===== config.mk =====
export PLATFORM = sky130hd
export DESIGN_NAME = strap_cfg
export DESIGN_NICKNAME = d
export VERILOG_FILES = /design/src/include/strap_cfg_pkg.sv /design/src/rtl/strap_cfg.sv
export SDC_FILE = /design/constraint.sdc
export NUM_CORES = 1
export LEC_CHECK = 0
export ABC_AREA = 1
export BUFFER_PORTS_ARGS = -buffer_cell sky130_fd_sc_hd__buf_2
export CAP_MARGIN = 10
export CORE_MARGIN = 2
export CORE_UTILIZATION = 53
export CTS_CLUSTER_SIZE = 14
export DETAILED_ROUTE_END_ITERATION = 8
export PLACE_DENSITY_LB_ADDON = 0.15
export SYNTH_ARGS = -nofsm -noshare
export SYNTH_HDL_FRONTEND = slang
export SYNTH_SLANG_ARGS = --single-unit

===== constraint.sdc =====
create_clock -name core_clk_i -period 2.36 [get_ports core_clk_i]
set_input_delay 0.118 -clock core_clk_i [delete_from_list [all_inputs] [get_ports core_clk_i]]
set_output_delay 0.118 -clock core_clk_i [all_outputs]
set_load 0.01 [all_outputs]

===== src/include/strap_cfg_pkg.sv =====
// register map, strap layout and reset values of the strap and pin configuration block
package strap_cfg_pkg;

   localparam int unsigned ADDR_W        = 16;
   localparam int unsigned DATA_W        = 32;

   // register byte offsets
   localparam logic [15:0] OFS_PIN_USE   = 16'h0000;
   localparam logic [15:0] OFS_PIN_DIR   = 16'h0004;
   localparam logic [15:0] OFS_PIN_OUT   = 16'h0008;
   localparam logic [15:0] OFS_PIN_IN    = 16'h000C;
   localparam logic [15:0] OFS_STRAP_RAW = 16'h0010;
   localparam logic [15:0] OFS_MODE_CFG  = 16'h0014;
   localparam logic [15:0] OFS_MODE_STAT = 16'h0018;
   localparam logic [15:0] OFS_BOOT_DEST = 16'h3410;

   // boot destination field in its register
   localparam int unsigned BOOT_DEST_LSB = 10;
   localparam logic [1:0]  DEST_SERIAL   = 2'h3;
   localparam logic [1:0]  DEST_LPC      = 2'h0;

   // mode configuration fields and reset values
   localparam int unsigned CFG_SERDES    = 0;
   localparam int unsigned CFG_SWAP_LSB  = 1;
   localparam logic        SERDES_RST    = 1'b1;
   localparam logic [2:0]  SWAP_SIZE_RST = 3'h0;
   localparam logic [2:0]  SWAP_SIZE_MAX = 3'h4;

   // pin configuration reset values: native function, input
   localparam logic        USE_RST       = 1'b0;
   localparam logic        DIR_RST       = 1'b1;

   // captured strap vector layout
   localparam int unsigned STRAP_W       = 21;
   localparam int unsigned S_DEST_LO     = 0;
   localparam int unsigned S_DEST_HI     = 1;
   localparam int unsigned S_CIPHER      = 2;
   localparam int unsigned S_MFG         = 3;
   localparam int unsigned S_NO_REBOOT   = 4;
   localparam int unsigned S_TOP_SWAP    = 5;
   localparam int unsigned S_SELF_TEST   = 6;
   localparam int unsigned S_SVC_BOOT    = 7;
   localparam int unsigned S_TRUST_PLAT  = 8;
   localparam int unsigned S_TRUST_AGENT = 9;
   localparam int unsigned S_SAFE_BOOT   = 10;
   localparam int unsigned S_DEBUG_N     = 11;
   localparam int unsigned S_MEM_TYPE    = 12;
   localparam int unsigned S_SOCKET_LSB  = 13;
   localparam int unsigned S_LAN0        = 16;
   localparam int unsigned S_LAN1        = 17;
   localparam int unsigned S_NVM_SEC     = 18;
   localparam int unsigned S_LAN_PWR     = 19;
   localparam int unsigned S_SUPPLY      = 20;

   // decoded mode status layout
   localparam int unsigned MODE_W        = 23;
   localparam int unsigned M_BOOT_SERIAL = 0;
   localparam int unsigned M_BOOT_LPC    = 1;
   localparam int unsigned M_BOOT_RSVD   = 2;
   localparam int unsigned M_CIPHER      = 3;
   localparam int unsigned M_DESC_SEC    = 4;
   localparam int unsigned M_WDT_REBOOT  = 5;
   localparam int unsigned M_SWAP_ON     = 6;
   localparam int unsigned M_SELF_TEST   = 7;
   localparam int unsigned M_SVC_BOOT    = 8;
   localparam int unsigned M_TRUST_PLAT  = 9;
   localparam int unsigned M_TRUST_AGENT = 10;
   localparam int unsigned M_SAFE_BOOT   = 11;
   localparam int unsigned M_DEBUG       = 12;
   localparam int unsigned M_DDR4        = 13;
   localparam int unsigned M_LAN0        = 14;
   localparam int unsigned M_LAN1        = 15;
   localparam int unsigned M_LAN_RSVD    = 16;
   localparam int unsigned M_MANAGE      = 17;
   localparam int unsigned M_NVM_SEC     = 18;
   localparam int unsigned M_LAN_S5      = 19;
   localparam int unsigned M_SUPPLY      = 20;
   localparam int unsigned M_SERDES      = 21;
   localparam int unsigned M_VALID       = 22;

endpackage : strap_cfg_pkg


===== src/rtl/strap_cfg.sv =====
// strap capture, mode decode and multi-function pin routing with an apb register slave
`timescale 1ns/1ps
//
// Notes on behaviour
// - use bit 1 gives gpio, 0 native
// - gpio direction bit 1 input, 0 output
// - boot destination 11 serial, 00 lpc
// - software overrides boot destination bits 11:10
// - cipher strap 1 enables transport cipher suite
// - override strap 1 bypasses descriptor security
// - no-reboot strap 1 suppresses watchdog reboot
// - top-swap strap 0 inverts selected address line
// - self-test strap 1 runs built-in self test
// - service-processor strap 1 selects that boot
// - trust straps 1 enable platform and agent
// - safe boot strap 1 selects safe boot
// - debug strap low selects debug mode
// - memory type strap 1 ddr4, 0 ddr3
// - three straps give the socket identity
// - lan straps 00 off, 01 port0, 11 both
// - nvm security strap 1 enables security
// - lan power strap 1 drops s5 lan, manageability
// - supply strap 1 selects combined supply mode
// - management link serdes by default, sgmii optional
module strap_cfg
   import strap_cfg_pkg::*;
#(
   parameter int unsigned NUM_PINS = 32
) (
   input  wire logic                core_clk_i,
   input  wire logic                resetn_i,
   // apb slave
   input  wire logic                psel_i,
   input  wire logic                penable_i,
   input  wire logic                pwrite_i,
   input  wire logic [ADDR_W-1:0]   paddr_i,
   input  wire logic [DATA_W-1:0]   pwdata_i,
   input  wire logic [3:0]          pstrb_i,
   output logic      [DATA_W-1:0]   prdata_o,
   output logic                     pready_o,
   output logic                     pslverr_o,
   // straps
   input  wire logic                boot_dest_strap_lo_i,
   input  wire logic                boot_dest_strap_hi_i,
   input  wire logic                cipher_suite_strap_i,
   input  wire logic                manufacturing_override_strap_i,
   input  wire logic                no_reboot_strap_i,
   input  wire logic                top_swap_strap_i,
   input  wire logic                self_test_strap_i,
   input  wire logic                service_processor_boot_strap_i,
   input  wire logic                trusted_platform_strap_i,
   input  wire logic                trusted_agent_strap_i,
   input  wire logic                safe_boot_strap_i,
   input  wire logic                debug_strap_n_i,
   input  wire logic                memory_type_strap_i,
   input  wire logic [2:0]          socket_identity_straps_i,
   input  wire logic                lan_port_enable_strap_0_i,
   input  wire logic                lan_port_enable_strap_1_i,
   input  wire logic                nvm_security_strap_i,
   input  wire logic                lan_power_state_strap_i,
   input  wire logic                supply_mode_strap_i,
   // multi-function pins
   input  wire logic [NUM_PINS-1:0] pad_i,
   output logic      [NUM_PINS-1:0] pad_o,
   output logic      [NUM_PINS-1:0] pad_oe_o,
   input  wire logic [NUM_PINS-1:0] native_out_i,
   input  wire logic [NUM_PINS-1:0] native_oe_i,
   output logic      [NUM_PINS-1:0] native_in_o,
   // decoded modes
   output logic                     strap_valid_o,
   output logic                     boot_serial_o,
   output logic                     boot_lpc_o,
   output logic                     cipher_suite_en_o,
   output logic                     descriptor_security_en_o,
   output logic                     watchdog_reboot_en_o,
   output logic      [4:0]          top_swap_mask_o,
   output logic                     self_test_en_o,
   output logic                     service_boot_o,
   output logic                     trusted_platform_o,
   output logic                     trusted_agent_o,
   output logic                     safe_boot_o,
   output logic                     debug_mode_o,
   output logic                     mem_ddr4_o,
   output logic      [2:0]          socket_id_o,
   output logic                     lan_port0_en_o,
   output logic                     lan_port1_en_o,
   output logic                     manageability_en_o,
   output logic                     nvm_security_en_o,
   output logic                     lan_s5_avail_o,
   output logic                     combined_supply_o,
   output logic                     mgmt_serdes_mode_o
);

   typedef struct packed {
      logic                captured;
      logic [STRAP_W-1:0]  straps;
      logic [1:0]          boot_dest;
      logic                serdes;
      logic [2:0]          swap_size;
      logic [NUM_PINS-1:0] use_sel;
      logic [NUM_PINS-1:0] dir_sel;
      logic [NUM_PINS-1:0] gpio_out;
      logic [NUM_PINS-1:0] gpio_in;
      logic [NUM_PINS-1:0] pad_out;
      logic [NUM_PINS-1:0] pad_oe;
      logic [NUM_PINS-1:0] native_in;
      logic [MODE_W-1:0]   mode;
      logic [4:0]          swap_mask;
      logic                pready;
      logic [DATA_W-1:0]   prdata;
      logic                pslverr;
   } state_t;

   state_t st;
   state_t next_st;

   logic [STRAP_W-1:0] sampled_straps;
   logic               wr_take;
   logic               rd_take;

   // byte-lane merge of an apb write into a register value
   function automatic logic [DATA_W-1:0] merge_bytes(input logic [DATA_W-1:0] old_val,
                                                      input logic [DATA_W-1:0] wdata,
                                                      input logic [3:0]        strb);
      logic [DATA_W-1:0] res;
      res = old_val;
      for (int b = 0; b < 4; b++) begin
         if (strb[b]) begin
            res[b*8 +: 8] = wdata[b*8 +: 8];
         end
      end
      return res;
   endfunction : merge_bytes

   function automatic logic [DATA_W-1:0] widen_pins(input logic [NUM_PINS-1:0] v);
      logic [DATA_W-1:0] res;
      res = '0;
      res[NUM_PINS-1:0] = v;
      return res;
   endfunction : widen_pins

   function automatic logic is_mapped(input logic [ADDR_W-1:0] a);
      return (a == OFS_PIN_USE) || (a == OFS_PIN_DIR) || (a == OFS_PIN_OUT) || (a == OFS_PIN_IN) ||
             (a == OFS_STRAP_RAW) || (a == OFS_MODE_CFG) || (a == OFS_MODE_STAT) || (a == OFS_BOOT_DEST);
   endfunction : is_mapped

   assign sampled_straps = {supply_mode_strap_i, lan_power_state_strap_i, nvm_security_strap_i,
                            lan_port_enable_strap_1_i, lan_port_enable_strap_0_i, socket_identity_straps_i,
                            memory_type_strap_i, debug_strap_n_i, safe_boot_strap_i, trusted_agent_strap_i,
                            trusted_platform_strap_i, service_processor_boot_strap_i, self_test_strap_i,
                            top_swap_strap_i, no_reboot_strap_i, manufacturing_override_strap_i,
                            cipher_suite_strap_i, boot_dest_strap_hi_i, boot_dest_strap_lo_i};

   // write lands on the edge that sees pready high, read data is staged one cycle earlier
   assign wr_take = psel_i && penable_i && st.pready && pwrite_i;
   assign rd_take = psel_i && penable_i && !st.pready;

   ////////////////////////////////////////////////////////////////////////////
   always_comb begin
      logic [DATA_W-1:0] cfg_word;
      logic [DATA_W-1:0] dest_word;
      logic [STRAP_W-1:0] s;
      logic [DATA_W-1:0] pin_word;
      cfg_word  = '0;
      dest_word = '0;
      pin_word  = '0;
      s         = '0;
      next_st   = st;

      // one-shot capture keeps later pin activity out of every mode
      if (!st.captured) begin
         next_st.captured  = 1'b1;
         next_st.straps    = sampled_straps;
         next_st.boot_dest = {sampled_straps[S_DEST_HI], sampled_straps[S_DEST_LO]};
      end

      // register writes
      if (wr_take) begin
         unique case (paddr_i)
            OFS_PIN_USE: begin
               pin_word         = merge_bytes(widen_pins(st.use_sel), pwdata_i, pstrb_i);
               next_st.use_sel  = pin_word[NUM_PINS-1:0];
            end
            OFS_PIN_DIR: begin
               pin_word         = merge_bytes(widen_pins(st.dir_sel), pwdata_i, pstrb_i);
               next_st.dir_sel  = pin_word[NUM_PINS-1:0];
            end
            OFS_PIN_OUT: begin
               pin_word         = merge_bytes(widen_pins(st.gpio_out), pwdata_i, pstrb_i);
               next_st.gpio_out = pin_word[NUM_PINS-1:0];
            end
            OFS_MODE_CFG: begin
               cfg_word          = merge_bytes({28'h0000000, st.swap_size, st.serdes}, pwdata_i, pstrb_i);
               next_st.serdes    = cfg_word[CFG_SERDES];
               next_st.swap_size = cfg_word[CFG_SWAP_LSB +: 3];
            end
            OFS_BOOT_DEST: begin
               dest_word         = merge_bytes({20'h00000, st.boot_dest, 10'h000}, pwdata_i, pstrb_i);
               next_st.boot_dest = dest_word[BOOT_DEST_LSB +: 2];
            end
            default: begin
            end
         endcase
      end

      // apb answer: one wait state, error on unmapped offsets
      next_st.pready  = rd_take;
      next_st.pslverr = rd_take && !is_mapped(paddr_i);
      if (rd_take) begin
         unique case (paddr_i)
            OFS_PIN_USE:   next_st.prdata = widen_pins(st.use_sel);
            OFS_PIN_DIR:   next_st.prdata = widen_pins(st.dir_sel);
            OFS_PIN_OUT:   next_st.prdata = widen_pins(st.gpio_out);
            OFS_PIN_IN:    next_st.prdata = widen_pins(st.gpio_in);
            OFS_STRAP_RAW: next_st.prdata = {11'h000, st.straps};
            OFS_MODE_CFG:  next_st.prdata = {28'h0000000, st.swap_size, st.serdes};
            OFS_MODE_STAT: next_st.prdata = {9'h000, st.mode};
            OFS_BOOT_DEST: next_st.prdata = {20'h00000, st.boot_dest, 10'h000};
            default:       next_st.prdata = '0;
         endcase
      end else begin
         next_st.prdata = '0;
      end

      // pin routing
      next_st.pad_out   = (st.use_sel & st.gpio_out) | (~st.use_sel & native_out_i);
      next_st.pad_oe    = (st.use_sel & ~st.dir_sel) | (~st.use_sel & native_oe_i);
      next_st.gpio_in   = st.use_sel & pad_i;
      next_st.native_in = ~st.use_sel & pad_i;

      // mode decode from the held straps
      s = next_st.straps;
      next_st.mode                = '0;
      next_st.swap_mask           = '0;
      if (next_st.captured) begin
         next_st.mode[M_BOOT_SERIAL] = (next_st.boot_dest == DEST_SERIAL);
         next_st.mode[M_BOOT_LPC]    = (next_st.boot_dest == DEST_LPC);
         next_st.mode[M_BOOT_RSVD]   = (next_st.boot_dest != DEST_SERIAL) && (next_st.boot_dest != DEST_LPC);
         next_st.mode[M_CIPHER]      = s[S_CIPHER];
         next_st.mode[M_DESC_SEC]    = !s[S_MFG];
         next_st.mode[M_WDT_REBOOT]  = !s[S_NO_REBOOT];
         next_st.mode[M_SWAP_ON]     = !s[S_TOP_SWAP];
         // block sizes past the top line fall back to the default line
         if (!s[S_TOP_SWAP]) begin
            next_st.swap_mask = (next_st.swap_size > SWAP_SIZE_MAX) ? 5'h01
                                : 5'((5'h01 << next_st.swap_size));
         end
         next_st.mode[M_SELF_TEST]   = s[S_SELF_TEST];
         next_st.mode[M_SVC_BOOT]    = s[S_SVC_BOOT];
         next_st.mode[M_TRUST_PLAT]  = s[S_TRUST_PLAT];
         next_st.mode[M_TRUST_AGENT] = s[S_TRUST_AGENT];
         next_st.mode[M_SAFE_BOOT]   = s[S_SAFE_BOOT];
         next_st.mode[M_DEBUG]       = !s[S_DEBUG_N];
         next_st.mode[M_DDR4]        = s[S_MEM_TYPE];
         // reserved code 10 leaves both ports off
         next_st.mode[M_LAN0]        = s[S_LAN0];
         next_st.mode[M_LAN1]        = s[S_LAN0] && s[S_LAN1];
         next_st.mode[M_LAN_RSVD]    = !s[S_LAN0] && s[S_LAN1];
         next_st.mode[M_MANAGE]      = s[S_LAN0] && !s[S_LAN_PWR];
         next_st.mode[M_NVM_SEC]     = s[S_NVM_SEC];
         next_st.mode[M_LAN_S5]      = !s[S_LAN_PWR];
         next_st.mode[M_SUPPLY]      = s[S_SUPPLY];
         next_st.mode[M_SERDES]      = next_st.serdes;
         next_st.mode[M_VALID]       = 1'b1;
      end
   end

   always_ff @(posedge core_clk_i) begin
      if (!resetn_i) begin
         st           <= '0;
         st.serdes    <= SERDES_RST;
         st.swap_size <= SWAP_SIZE_RST;
         st.use_sel   <= {NUM_PINS{USE_RST}};
         st.dir_sel   <= {NUM_PINS{DIR_RST}};
      end else begin
         st <= next_st;
      end
   end

   ////////////////////////////////////////////////////////////////////////////
   assign prdata_o                 = st.prdata;
   assign pready_o                 = st.pready;
   assign pslverr_o                = st.pslverr;
   assign pad_o                    = st.pad_out;
   assign pad_oe_o                 = st.pad_oe;
   assign native_in_o              = st.native_in;
   assign strap_valid_o            = st.mode[M_VALID];
   assign boot_serial_o            = st.mode[M_BOOT_SERIAL];
   assign boot_lpc_o               = st.mode[M_BOOT_LPC];
   assign cipher_suite_en_o        = st.mode[M_CIPHER];
   assign descriptor_security_en_o = st.mode[M_DESC_SEC];
   assign watchdog_reboot_en_o     = st.mode[M_WDT_REBOOT];
   assign top_swap_mask_o          = st.swap_mask;
   assign self_test_en_o           = st.mode[M_SELF_TEST];
   assign service_boot_o           = st.mode[M_SVC_BOOT];
   assign trusted_platform_o       = st.mode[M_TRUST_PLAT];
   assign trusted_agent_o          = st.mode[M_TRUST_AGENT];
   assign safe_boot_o              = st.mode[M_SAFE_BOOT];
   assign debug_mode_o             = st.mode[M_DEBUG];
   assign mem_ddr4_o               = st.mode[M_DDR4];
   assign socket_id_o              = st.straps[S_SOCKET_LSB +: 3];
   assign lan_port0_en_o           = st.mode[M_LAN0];
   assign lan_port1_en_o           = st.mode[M_LAN1];
   assign manageability_en_o       = st.mode[M_MANAGE];
   assign nvm_security_en_o        = st.mode[M_NVM_SEC];
   assign lan_s5_avail_o           = st.mode[M_LAN_S5];
   assign combined_supply_o        = st.mode[M_SUPPLY];
   assign mgmt_serdes_mode_o       = st.mode[M_SERDES];
endmodule : strap_cfg


## Yosys cells after proc, flatten, opt, wreduce, memory -nomap -nowiden

Cells that the tools add are included.

- Multiplexer cells: 25
- Equal/unequal tests: 9
- Reductions and logical operators: 43
- Order comparisons: 1
- Shift-type cells: 1
- Bitwise operators: 12

Operators by type and width:

| cell | count |
|---|---|
| one-hot mux 32 bit (8 select lines) | 1 |
| AND 32 bit | 6 |
| two-way mux 102 bit | 1 |
| two-way mux 32 bit | 3 |
| two-way mux 8 bit | 12 |
| inverter 32 bit | 2 |
| OR 32 bit | 2 |
| == test 16 x 5 -> 1 bit (second input constant) | 3 |
| AND reduction 3 bit | 12 |
| == test 16 x 4 -> 1 bit (second input constant) | 2 |
| two-way mux 28 bit | 1 |
| two-way mux 23 bit | 1 |
| == test 16 x 14 -> 1 bit (second input constant) | 1 |
| == test 16 x 3 -> 1 bit (second input constant) | 1 |
| logical NOT 16 bit | 1 |
| two-way mux 4 bit | 3 |
| two-way mux 5 bit | 2 |
| logical AND 1 bit | 9 |
| logical NOT 1 bit | 8 |
| logical OR 1 bit | 7 |
| << shifter 1 x 3 -> 5 bit (first input constant) | 1 |
| AND reduction 2 bit | 2 |
| OR reduction 4 bit | 1 |
| greater-than comparator 3 bit (second input constant) | 1 |
| 8 further kinds | 8 |

- Word-level logic and storage cells: 120
- Register bits after elaboration: 314
- Output and inout bits: 158

## Longest topological paths before layout

Gate-level depths: netlist of the first run.

- Depth in word-level cells: 10
- Mapped depth: 13
- Depth with buffers taken out: 13

## Worst setup path after synthesis of the first run

No wires, ideal clock.

- Path kind: register to register
- Start point: register st, in the netlist pready_o
- End point: register st, in the netlist top_swap_mask_o[1]
- Setup slack: 473 ps
- Period minus slack after synthesis: 1,887 ps
- Cell stages (with the launch flop): 12
- Path buffers: 0
- Arrival: 1,823 ps
- Setup time: 65 ps
- Cell sequence: dfxtp_1 -> nand2_1 -> nor3_4 -> nand3_2 -> nand2_1 -> o21ai_2 -> inv_2 -> nand2_1 -> ha_1 -> nor2_1 -> nand3_1 -> nor2_1

- Cells in the longest elaborated chain, start to end: 5
- Elaborated cells between the ends (all ways): 6
- Classes of those cells: 1 x order compare; 1 x shift; 1 x mux; 3 x reduce/logical

Ends and longest elaborated chain:

| item | RTL line | text |
|---|---|---|
| start, declared | strap_cfg.sv:114 | `state_t st;` |
| start signal, assigned | strap_cfg.sv:276 | `st <= next_st;` |
| logical AND 1 bit * (2 in series) | strap_cfg.sv:155 | `assign wr_take = psel_i && penable_i && st.pready && pwrite_i;` |
| two-way mux 102 bit * | strap_cfg.sv:178 | `if (wr_take) begin` |
| greater-than comparator 3 bit | strap_cfg.sv:245 | `next_st.swap_mask = (next_st.swap_size > SWAP_SIZE_MAX) ? 5'h01` |
| OR reduction 4 bit (no source line) | -- |  |

Mark *: on every way between the ends. The rest lies on a longest branch, timed or not.
A chain may end at the register's enable or synchronous reset.

## Worst setup path after layout of the first run

- Start point: register st, in the netlist pready_o
- End point: register st[220] (netlist name)

- Cells in the longest elaborated chain, start to end: 3

Ends and longest elaborated chain:

| item | RTL line |
|---|---|
| logical AND 1 bit (2 in series) | strap_cfg.sv:155 |
| AND reduction 3 bit (no source line) | -- |

Every way passes these cells.

==> metrics.txt, run 1 <==
status complete, no violations; top-area cell type share of the netlist area 0.476; Hold Crit Class primary input to register; Die ar. about 25000 µm²; GP Congestion approximately 0.85; area of the multi-input gates 4640 µm²; leakage approximately 8 nW; DRT iter0 DRCs 1049; Remaining DRCs 0; Post-CTS Setup Repair Bufs 0; number of port buffers roughly 330; CTS root buf clkbuf_16; cells after synthesis roughly 1700; IO Pins ~330; antenna-violating nets left 0; Synth Register Bits 303; syn nets ~1800; slowest stage delay, CP around 550 ps; CTS sink cnt roughly 300; initial core utilization 0.541; Area Overhead vs Synth 27.5%; Worst setup EP type register; WP data arrival approximately 2600 ps; final core area utilization 0.690; FF+latch area between 6000 and 7000 µm²; Synth area leaders dfxtp_1 48%, buf_4 8.5%, nor2_1 6.8%; reg2reg end st[220]; post-layout min period ~2200 ps; routed len/inst 17.4 µm; Worst EP required between 2000 and 3000 ps; Row Count 56; Setup crit start kind register; max_slew headroom 0.565; Clk pin slew, worst setup/hold paths 60 ps; GRT Total Usage 0.312; Final Skew 13.1 ps; Pre-antenna DRT Iters 5; Slew Viols, Final 0; initial antenna violation count 3; Setup CP Type register to register; final setup vio count 0; worst r2r src pready_o; final period utilization 0.933; Synth area leader dfxtp_1; Max clock buf depth 3; Hold Vio Cnt, Final 0; Skew-Pair Late Insertion Delay approximately 560 ps; reg-to-reg setup timing slack around 160 ps; Max IR drop VDD around 0.00057 V; post-synthesis sequential area ratio 0.476; worst path bufs/invs 3; PD cells just under 700 nW/µm²; Cell variety after synth 33; number of fill cells 1914; Hold Path Depth 5; max cap viols 0; layout cells sized above 1 0.231; first-pass GRT wire length roughly 64000 µm; hold path startpoint pstrb_i[3]; grt ovf 0; Cell Chain, Critical Path nand2_1 > nor2_1 > buf_4 > nand2_1 > nor2_4 > inv_2 > nor2_1 > nor2_1 > dlygate4sd3_1; Yosys warnings 0; DP HPWL around 26000 µm; Mapped Area around 13000 µm²; Min-Delay Endpoint st[250]; DIE HEIGHT ~160 µm; area of the core 23500 µm²; vias in the first global route 12100; CP most frequent cell nor2_1; Final nets about 2200; family with the most delay on the worst path buffers and inverters; CTS tree built; vias 12400; maximum fanout along the worst path 9; max frequency 0.454 GHz; largest net degree at the start of global routing between 100 and 150; Critical Path Slowest Stage Cell dlygate4sd3_1; htree depth 1; Mean Syn Cell Area 7.64 µm²; Final Total Pwr between 10 and 15 mW; worst-margin pin slew ~650 ps; Die Wd about 160 µm; cts bufs inserted 31; worst r2r path cells 9; vias per std cell around 5.3; final WL about 41000 µm
[worst max path at each step]
stage,from,endpoint,slack [ps],cells after the start
floorplan,pready_o,top_swap_mask_o[1],470,11
global placement,paddr_i[9],st[273],310,9
detailed placement,paddr_i[9],st[271],220,9
CTS,pready_o,st[220],10,9
global route,pready_o,st[220],-2,9
finish,pready_o,st[220],160,9
[flip-flops by register name, indices dropped and copies added (netlist names)]
name / count
pready_o: 1
debug_mode_o: 1
socket_id_o: 3
watchdog_reboot_en_o: 1
st: 154
manageability_en_o: 1
pad_o: 32
native_in_o: 32
strap_valid_o: 1
pslverr_o: 1
descriptor_security_en_o: 1
combined_supply_o: 1
mgmt_serdes_mode_o: 1
boot_serial_o: 1
top_swap_mask_o: 5
lan_s5_avail_o: 1
pad_oe_o: 32
lan_port1_en_o: 1
prdata_o: 32
boot_lpc_o: 1
[cells in the mapped netlist (all sizes together)]
master	count
nand2	221
ha	3
o21ai	170
inv	161
clkbuf	46
nand4	93
a21oi	77
nor3	61
or2	4
o211ai	3
o22ai	4
dfxtp	303
clkinv	4
nand3	104
buf	171
nor2	242
[worst reg2reg max path, stage by stage, from the launching register on]
cell and delay, ps:
dfxtp_1 360, nand2_1 150, nor2_1 200, buf_4 170, nand2_1 100, nor2_4 240, inv_2 150, nor2_1 110
nor2_1 50, dlygate4sd3_1 550
[logic make-up after synthesis]
logic type	count (synthesis)	share of synthesized area
AOI/OAI and AO/OA	254	0.101
adders and majority gates	3	0.00295
buffers and inverters	382	0.160
DFF	303	0.476
and+or+nand+nor	725	0.259
[what timing repair did]
| action | CTS | global route |
|---|---|---|
| hold buffers | 161 | 0 |
| endpoints found under the hold margin | 257 | 0 |
| endpoints found under the setup margin | 0 | 1 |
| resized for setup | 0 | 1 |
[report_power, final]
| group | leakage, nW | switching (mW) | internal (mW) | total [mW] |
|---|---|---|---|---|
| Combinational | 4.95 | 0.482 | 0.443 | 0.925 |
| Sequential | 2.48 | 0.0585 | 5.25 | 5.31 |
| Clock | 0.500 | 2.03 | 2.73 | 4.76 |
| Total | 7.93 | 2.57 | 8.42 | 11.0 |
[per-stage QoR]
stage | instance area, µm² | instances | hold slack, ps | setup TNS (ps) | worst slack [ps]
final | 16200 | 2349 | 86.1 | 0 | 159
after global routing | 16200 | 2348 | 138 | -2.20 | -2.20
after CTS | 16200 | 2346 | 28.7 | 0 | 14.2
after detailed placement | 13600 | 2128 | 353 | 0 | 224
after global placement | 13600 | 2128 | 355 | 0 | 307
after floorplan | 12700 | 1667 | 146 | 0 | 473
[cells in the final DEF (no fill, tap or decap), drive strengths merged]
cell and count:
bufinv 1, inv 161, o21ai 170, clkinv 16
diode 3, o22ai 4, nor3 61, buf 359
dfxtp 303, or2 4, clkbuf 43, ha 3
clkinvlp 1, a21oi 77, nor2 242, o211ai 3
nand4 93, nand3 104, nand2 221, dlygate4sd3 161
[final cells by class]
cell class	instances	area share
clock buffer	43	0.0549
sequential	303	0.374
multi-input combinational	982	0.286
antenna	3	0.000462
clock inverter	14	0.00624
tap	319	0.0246
timing repair buffer	520	0.216
inverter	165	0.0383
[layer usage]
metal / vias to the layer above / GRT usage / part of all wire
met1: 5749 / 0.391 / 0.41
met2: 603 / 0.533 / 0.48
met5: - / 0 / 0
met3: 95 / 0.0586 / 0.081
li1: 5994 / - / -
met4: 0 / 0.119 / 0.036
Note: power is estimated with default switching activity, not from simulation.
==> inputs of run 2 (changes only) <==
--- a/config.mk
+++ b/config.mk
@@ -9,7 +9,7 @@
 export BUFFER_PORTS_ARGS = -buffer_cell sky130_fd_sc_hd__buf_2
 export CAP_MARGIN = 10
 export CORE_MARGIN = 2
-export CORE_UTILIZATION = 53
+export CORE_UTILIZATION = 48
 export CTS_CLUSTER_SIZE = 14
 export DETAILED_ROUTE_END_ITERATION = 8
 export PLACE_DENSITY_LB_ADDON = 0.15
==> constraint.sdc (replaced) <==
create_clock -name core_clk_i -period 1.9 [get_ports core_clk_i]
set_input_delay 0.095 -clock core_clk_i [delete_from_list [all_inputs] [get_ports core_clk_i]]
set_output_delay 0.095 -clock core_clk_i [all_outputs]
set_load 0.01 [all_outputs]
==> run 2 against run 1 <==
Effect of this change:
- hold slack got worse by 69 ps
- via count decreased by 2.9%
- design area is 1.6% higher
- largest power group unchanged
==> metrics.txt, run 2 (same netlist as run 1, synthesis figures left out) <==
worst-margin pin slew 708 ps; final period utilization 0.913; Slew Viols, Final 0; Final nets roughly 2200; WP data arrival around 2200 ps; largest net degree at the start of global routing roughly 180; vias per std cell 5.08; Hold Path Depth 5; max frequency roughly 0.58 GHz; DRT iter0 DRCs just over 700; Hold Vio Cnt, Final 0; vias 12100; worst r2r path cells 11; Worst setup EP type register; Setup crit start kind register; DP HPWL 26200 µm; Max IR drop VDD between 0.0007 and 0.0008 V; max_slew headroom 0.528; max cap viols 0; vias in the first global route about 12000; htree depth 1; hold path startpoint pstrb_i[3]; number of fill cells 2300; number of port buffers about 330; cts bufs inserted 31; worst setup path startpoint pready_o; first-pass GRT wire length roughly 61000 µm; area of the core 26100 µm²; reg2reg end top_swap_mask_o[1]; clock network power share 0.457; maximum fanout along the worst path 4; antenna-violating nets left 0; initial antenna violation count 4; Largest Register st; Die Wd around 170 µm; grt ovf 0; post-layout min period around 1700 ps; area of the multi-input gates around 4600 µm²; Setup CP Type register to register; Die ar. roughly 28000 µm²; CTS root buf clkbuf_16; CTS tree built; reg-to-reg setup timing slack around 170 ps; setup TNS 0 ps; Skew-Pair Late Insertion Delay roughly 550 ps; commonest non-fill, non-tap cell in the layout buf_2; Max clock buf depth 3; Cell Area, Placed between 10000 and 15000 µm²; worst r2r src pready_o; Pre-antenna DRT Iters 7; Final Instance Area between 15000 and 20000 µm²; routed len/inst approximately 16 µm; max reg flops between 150 and 200; Clk pin slew, worst setup/hold paths approximately 60 ps; final setup vio count 0; Final Skew roughly 7.3 ps; Row Count 59; RSZ-0062 raised after global routing false; most frequent cells in the layout 330 x buf_2, 303 x dfxtp_1, 229 x nor2_1; final WL 39100 µm; Area Overhead vs Synth 29.6%; sequential power share 0.464; GP Congestion around 0.85; initial core utilization 0.489; FF+latch area 6070 µm²; Hold Crit Class primary input to register; Remaining DRCs 0; Critical path destination top_swap_mask_o[1]; DIE HEIGHT approximately 170 µm; status complete, no violations; P_int about 11 mW; leakage between 8 and 9 nW; CTS sink cnt ~300; P_sw between 3 and 4 mW; PD cells 861 nW/µm²; sw frac 0.222; Worst EP required about 2300 ps; layout cells sized above 1 0.239; IO Pins between 300 and 400; Comb power frac 0.079; GRT Total Usage 0.270
==> run 2: changes by cell type in the layout (fill, tap and decap cells not counted), sizes merged <==
cell | before | now
buf | 359 | 379
bufinv | 1 | 5
clkbuf | 43 | 47
clkinv | 16 | 9
diode | 3 | 4
dlygate4sd3 | 161 | 152
inv | 161 | 160
==> run 2: through the flow <==
stage | setup WS, ps | instances | hold slack [ps] | util | total power [mW]
after floorplan | 12.8 | 1667 | 123 | - | 7.25
after global placement | 40.7 | 2163 | 329 | 0.532 | 7.58
after detailed placement | 48.6 | 2163 | 334 | 0.532 | 7.59
after CTS | 82.4 | 2372 | 1.18 | 0.632 | 14.3
after global routing | 15.6 | 2373 | 35.2 | 0.633 | 14.7
final | 165 | 2377 | 16.9 | 0.633 | 14.2
==> run 2: layout make-up <==
class,instances,area share
timing repair buffer,531,0.221
clock buffer,47,0.0555
tap,335,0.0254
antenna,4,0.000607
inverter,165,0.0377
multi-input combinational,982,0.281
clock inverter,10,0.0108
sequential,303,0.368
==> run 2: how the worst min path moves through the flow <==
stage | end | slack, ps
after floorplan | strap_valid_o | 120
after global routing | st[252] | 40
after detailed placement | st[188] | 330
after global placement | st[188] | 330
after CTS | st[246] | 1
final | st[247] | 20
==> run 2: critical path, stage by stage (launching register included) <==
cell	delay (ps)
dfxtp_1	370
nand2_2	100
nor3_4	170
nand3_2	140
buf_4	160
o21ai_2	160
inv_2	60
nand2_1	90
ha_1	160
nor2_2	60
nand3_1	100
nor2_1	50
==> run 2: power groups by stage <==
stage	Sequential, mW	Combinational [mW]	Clock (mW)
floorplan	6.72	0.528	0
global placement	6.73	0.853	0
detailed placement	6.73	0.860	0
CTS	6.59	1.11	6.56
global route	6.60	1.22	6.86
finish	6.59	1.12	6.49
==> run 2: timing repair <==
action | in CTS | in global routing
hold buffers | 152 | 0
setup buffers | 0 | 1
resized for setup | 0 | 3
setup endpoints to repair | 0 | 7
endpoints found under the hold margin | 261 | 0
==> run 2: routing by layer <==
layer	vias up	wire (µm)	track usage
li1	6005	-	-
met1	5580	16900	0.351
met2	413	18500	0.455
met3	81	2740	0.0549
met4	0	986	0.0753
met5	-	0	0
==> inputs of run 3 (changes only) <==
--- a/config.mk
+++ b/config.mk
@@ -5,8 +5,7 @@
 export SDC_FILE = /design/constraint.sdc
 export NUM_CORES = 1
 export LEC_CHECK = 0
-export ABC_AREA = 1
-export BUFFER_PORTS_ARGS = -buffer_cell sky130_fd_sc_hd__buf_2
+export BUFFER_PORTS_ARGS = -buffer_cell sky130_fd_sc_hd__buf_4
 export CAP_MARGIN = 10
 export CORE_MARGIN = 2
 export CORE_UTILIZATION = 48
==> constraint.sdc (replaced) <==
create_clock -name core_clk_i -period 1.9 [get_ports core_clk_i]
set_input_delay 0.285 -clock core_clk_i [delete_from_list [all_inputs] [get_ports core_clk_i]]
set_output_delay 0.285 -clock core_clk_i [all_outputs]
set_load 0.01 [all_outputs]
==> run 3 against run 2 <==
Effect of this change:
- sequential power about the same
- core utilization grew 3.6 points
- worst setup slack worse by 120 ps
- synthesized cell count fell by 20%
- critical path depth is 9 lower
- sequential cell count unchanged
- non-clock buffer count did not move
- critical path type is now register to output port
- critical endpoint is now strap_valid_o
- largest cell class unchanged
==> metrics.txt, run 3 <==
grt ovf 0; most common cell in the netlist dfxtp_1; Area Overhead vs Synth 36.5%; worst setup margin approximately 49 ps; Row Count 59; Largest Register st; first-pass GRT wire length 58400 µm; cts bufs inserted 31; number of fill cells roughly 2100; Hold Vio Cnt, Final 0; IO Pins between 300 and 400; CTS root buf clkbuf_16; commonest non-fill, non-tap cell in the layout buf_4; htree depth 1; status complete, no violations; initial core utilization 0.490; area of the core between 20000 and 30000 µm²; max cap viols 0; Die Wd 167 µm; Setup CP Type register to output port; final period utilization 0.974; DIE HEIGHT roughly 170 µm; Max clock buf depth 3; Post-synth top cells 303 x dfxtp_1, 176 x nand2_1, 138 x buf_4; Skew-Pair Late Insertion Delay 570 ps; RSZ-0062 raised after global routing false; Final Instance Area around 17000 µm²; Async SR Flop Fraction 0; Final Skew 26.0 ps; leakage 7.51 nW; largest net degree at the start of global routing 61; Cell variety after synth between 50 and 60; syn nets approximately 1500; Mapped Area 12800 µm²; Synth Flop Type dfxtp_1; Cell Area, Placed around 15000 µm²; antenna-violating nets left 0; routed len/inst about 18 µm; number of port buffers 331; EDFF count, synth 0; Synth Register Bits 303; final WL approximately 38000 µm; WP data arrival 1570 ps; GRT Total Usage 0.260; Max IR drop VDD ~0.00081 V; vias per std cell around 5.2; Pre-antenna DRT Iters 5; Mean Syn Cell Area between 9 and 10 µm²; Die ar. ~28000 µm²; post-synthesis sequential area ratio 0.475; max frequency about 0.54 GHz; Clk pin slew, worst setup/hold paths around 60 ps; Synth area leaders dfxtp_1 47%, mux2i_1 10%, buf_4 8.1%; initial antenna violation count 3; max_slew headroom 0.631; Setup crit start kind register; Remaining DRCs 0; max reg flops about 150; CTS tree built; DP HPWL between 20000 and 30000 µm; Synth area leader dfxtp_1; Worst setup EP type output port; CTS sink cnt 303; PD cells 800 nW/µm²; DRT iter0 DRCs between 700 and 800; post-layout min period ~1900 ps; Worst EP required 1620 ps; cells after synthesis between 1000 and 1500; top-area cell type share of the netlist area 0.475; Slew Viols, Final 0; Final nets between 1500 and 2000; Hold Crit Class primary input to register; maximum fanout along the worst path 18; vias between 10000 and 15000; vias in the first global route ~11000; Yosys warnings 0; GP Congestion slightly above 0.8; most frequent cells in the layout 404 x buf_4, 301 x dfxtp_1, 175 x nand2_1; layout cells sized above 1 0.300; worst-margin pin slew between 500 and 600 ps; pre-CTS setup slack -496 ps; final setup vio count 0
==> run 3: cell types whose count changed in the layout (fill, tap and decap cells not counted), sizes merged, moves of 43 or more <==
cell         delta
buf            +43
nor2b          +88
nand3          -66
nand2          -45
mux2i         +133
o21ai         -165
nor3           -48
inv           -125
dlygate4sd3    -43
a21oi          -47
a22oi          +58
nand4          -88
nor2          -188
==> run 3: per-stage QoR <==
step	hold slack, ps	power [mW]	cells	utilization	TNS, ps
2_1_floorplan	313	7.30	1335	-	-3140
3_3_place_gp	454	7.85	1883	0.587	-35600
3_5_place_dp	464	7.87	1883	0.587	-35840
4_1_cts	1.72	14.0	2050	0.668	0
5_1_grt	35.1	14.4	2054	0.669	0
6_report	4.53	13.9	2054	0.669	0
==> run 3: timing repair <==
item | 4_1_cts | 5_1_grt
gates resized for setup | 3 | 4
endpoints found under the hold margin | 181 | 0
hold buffers | 109 | 0
buffers inserted | 1 | 2
pin swaps | 1 | 2
endpoints found under the setup margin | 6 | 4
cloned | 0 | 0
==> run 3: report_power, final <==
group          internal, mW  switching, mW  total, mW
logic                 0.781          0.553       1.33
clock network          3.49           2.52       6.01
registers              6.51         0.0811       6.60
==> run 3: final cells by class <==
cell class              count  area, µm²  share of cell area
inverters                  34        128             0.00732
clock inverters             9       87.6             0.00502
flip-flops and latches    303       6070               0.348
diodes                      2       5.00            0.000287
repair buffers            531       4470               0.256
clock buffers              48        930              0.0533
multi-input cells         792       5330               0.306
well taps                 335        419              0.0240
==> run 3: final timing paths <==
| kind | start | to | slack [ps] | cells after the start |
|---|---|---|---|---|
| setup reg to reg | pready_o | top_swap_mask_o[2] | 60 | 7 |
| hold / removal | manufacturing_override_strap_i | st[295] | 5 | 3 |
| hold reg to reg | st[221] | st[221] | 470 | 2 |
| setup / recovery | strap_valid_o | strap_valid_o | 50 | 2 |
==> run 3: cells by family (layout without fill, tap and decap cells) <==
kind of cell             count (synthesis)  in the layout  share of synthesized area
flip-flops                             303            303                      0.475
other                                    0              2                          0
adder cells (fa/ha/maj)                  3              3                    0.00294
buffers and inverters                  240            622                      0.113
multiplexers                           136            136                      0.108
AO/OA/AOI/OAI                          166            166                     0.0938
AND/OR/NAND/NOR                        487            487                      0.208
==> run 3: critical path, stage by stage (launching register included) <==
cell     delay, ps
dfxtp_2        470
buf_6          330
buf_4          180
==> run 3: routing by layer <==
metal / vias to the layer above / track usage / part of all wire / routed length (µm)
met5: - / 0 / 0.00024 / 9
met2: 395 / 0.433 / 0.47 / 17700
met3: 77 / 0.0591 / 0.074 / 2790
li1: 5112 / - / - / -
met4: 2 / 0.0776 / 0.027 / 1010
met1: 5114 / 0.339 / 0.43 / 16200
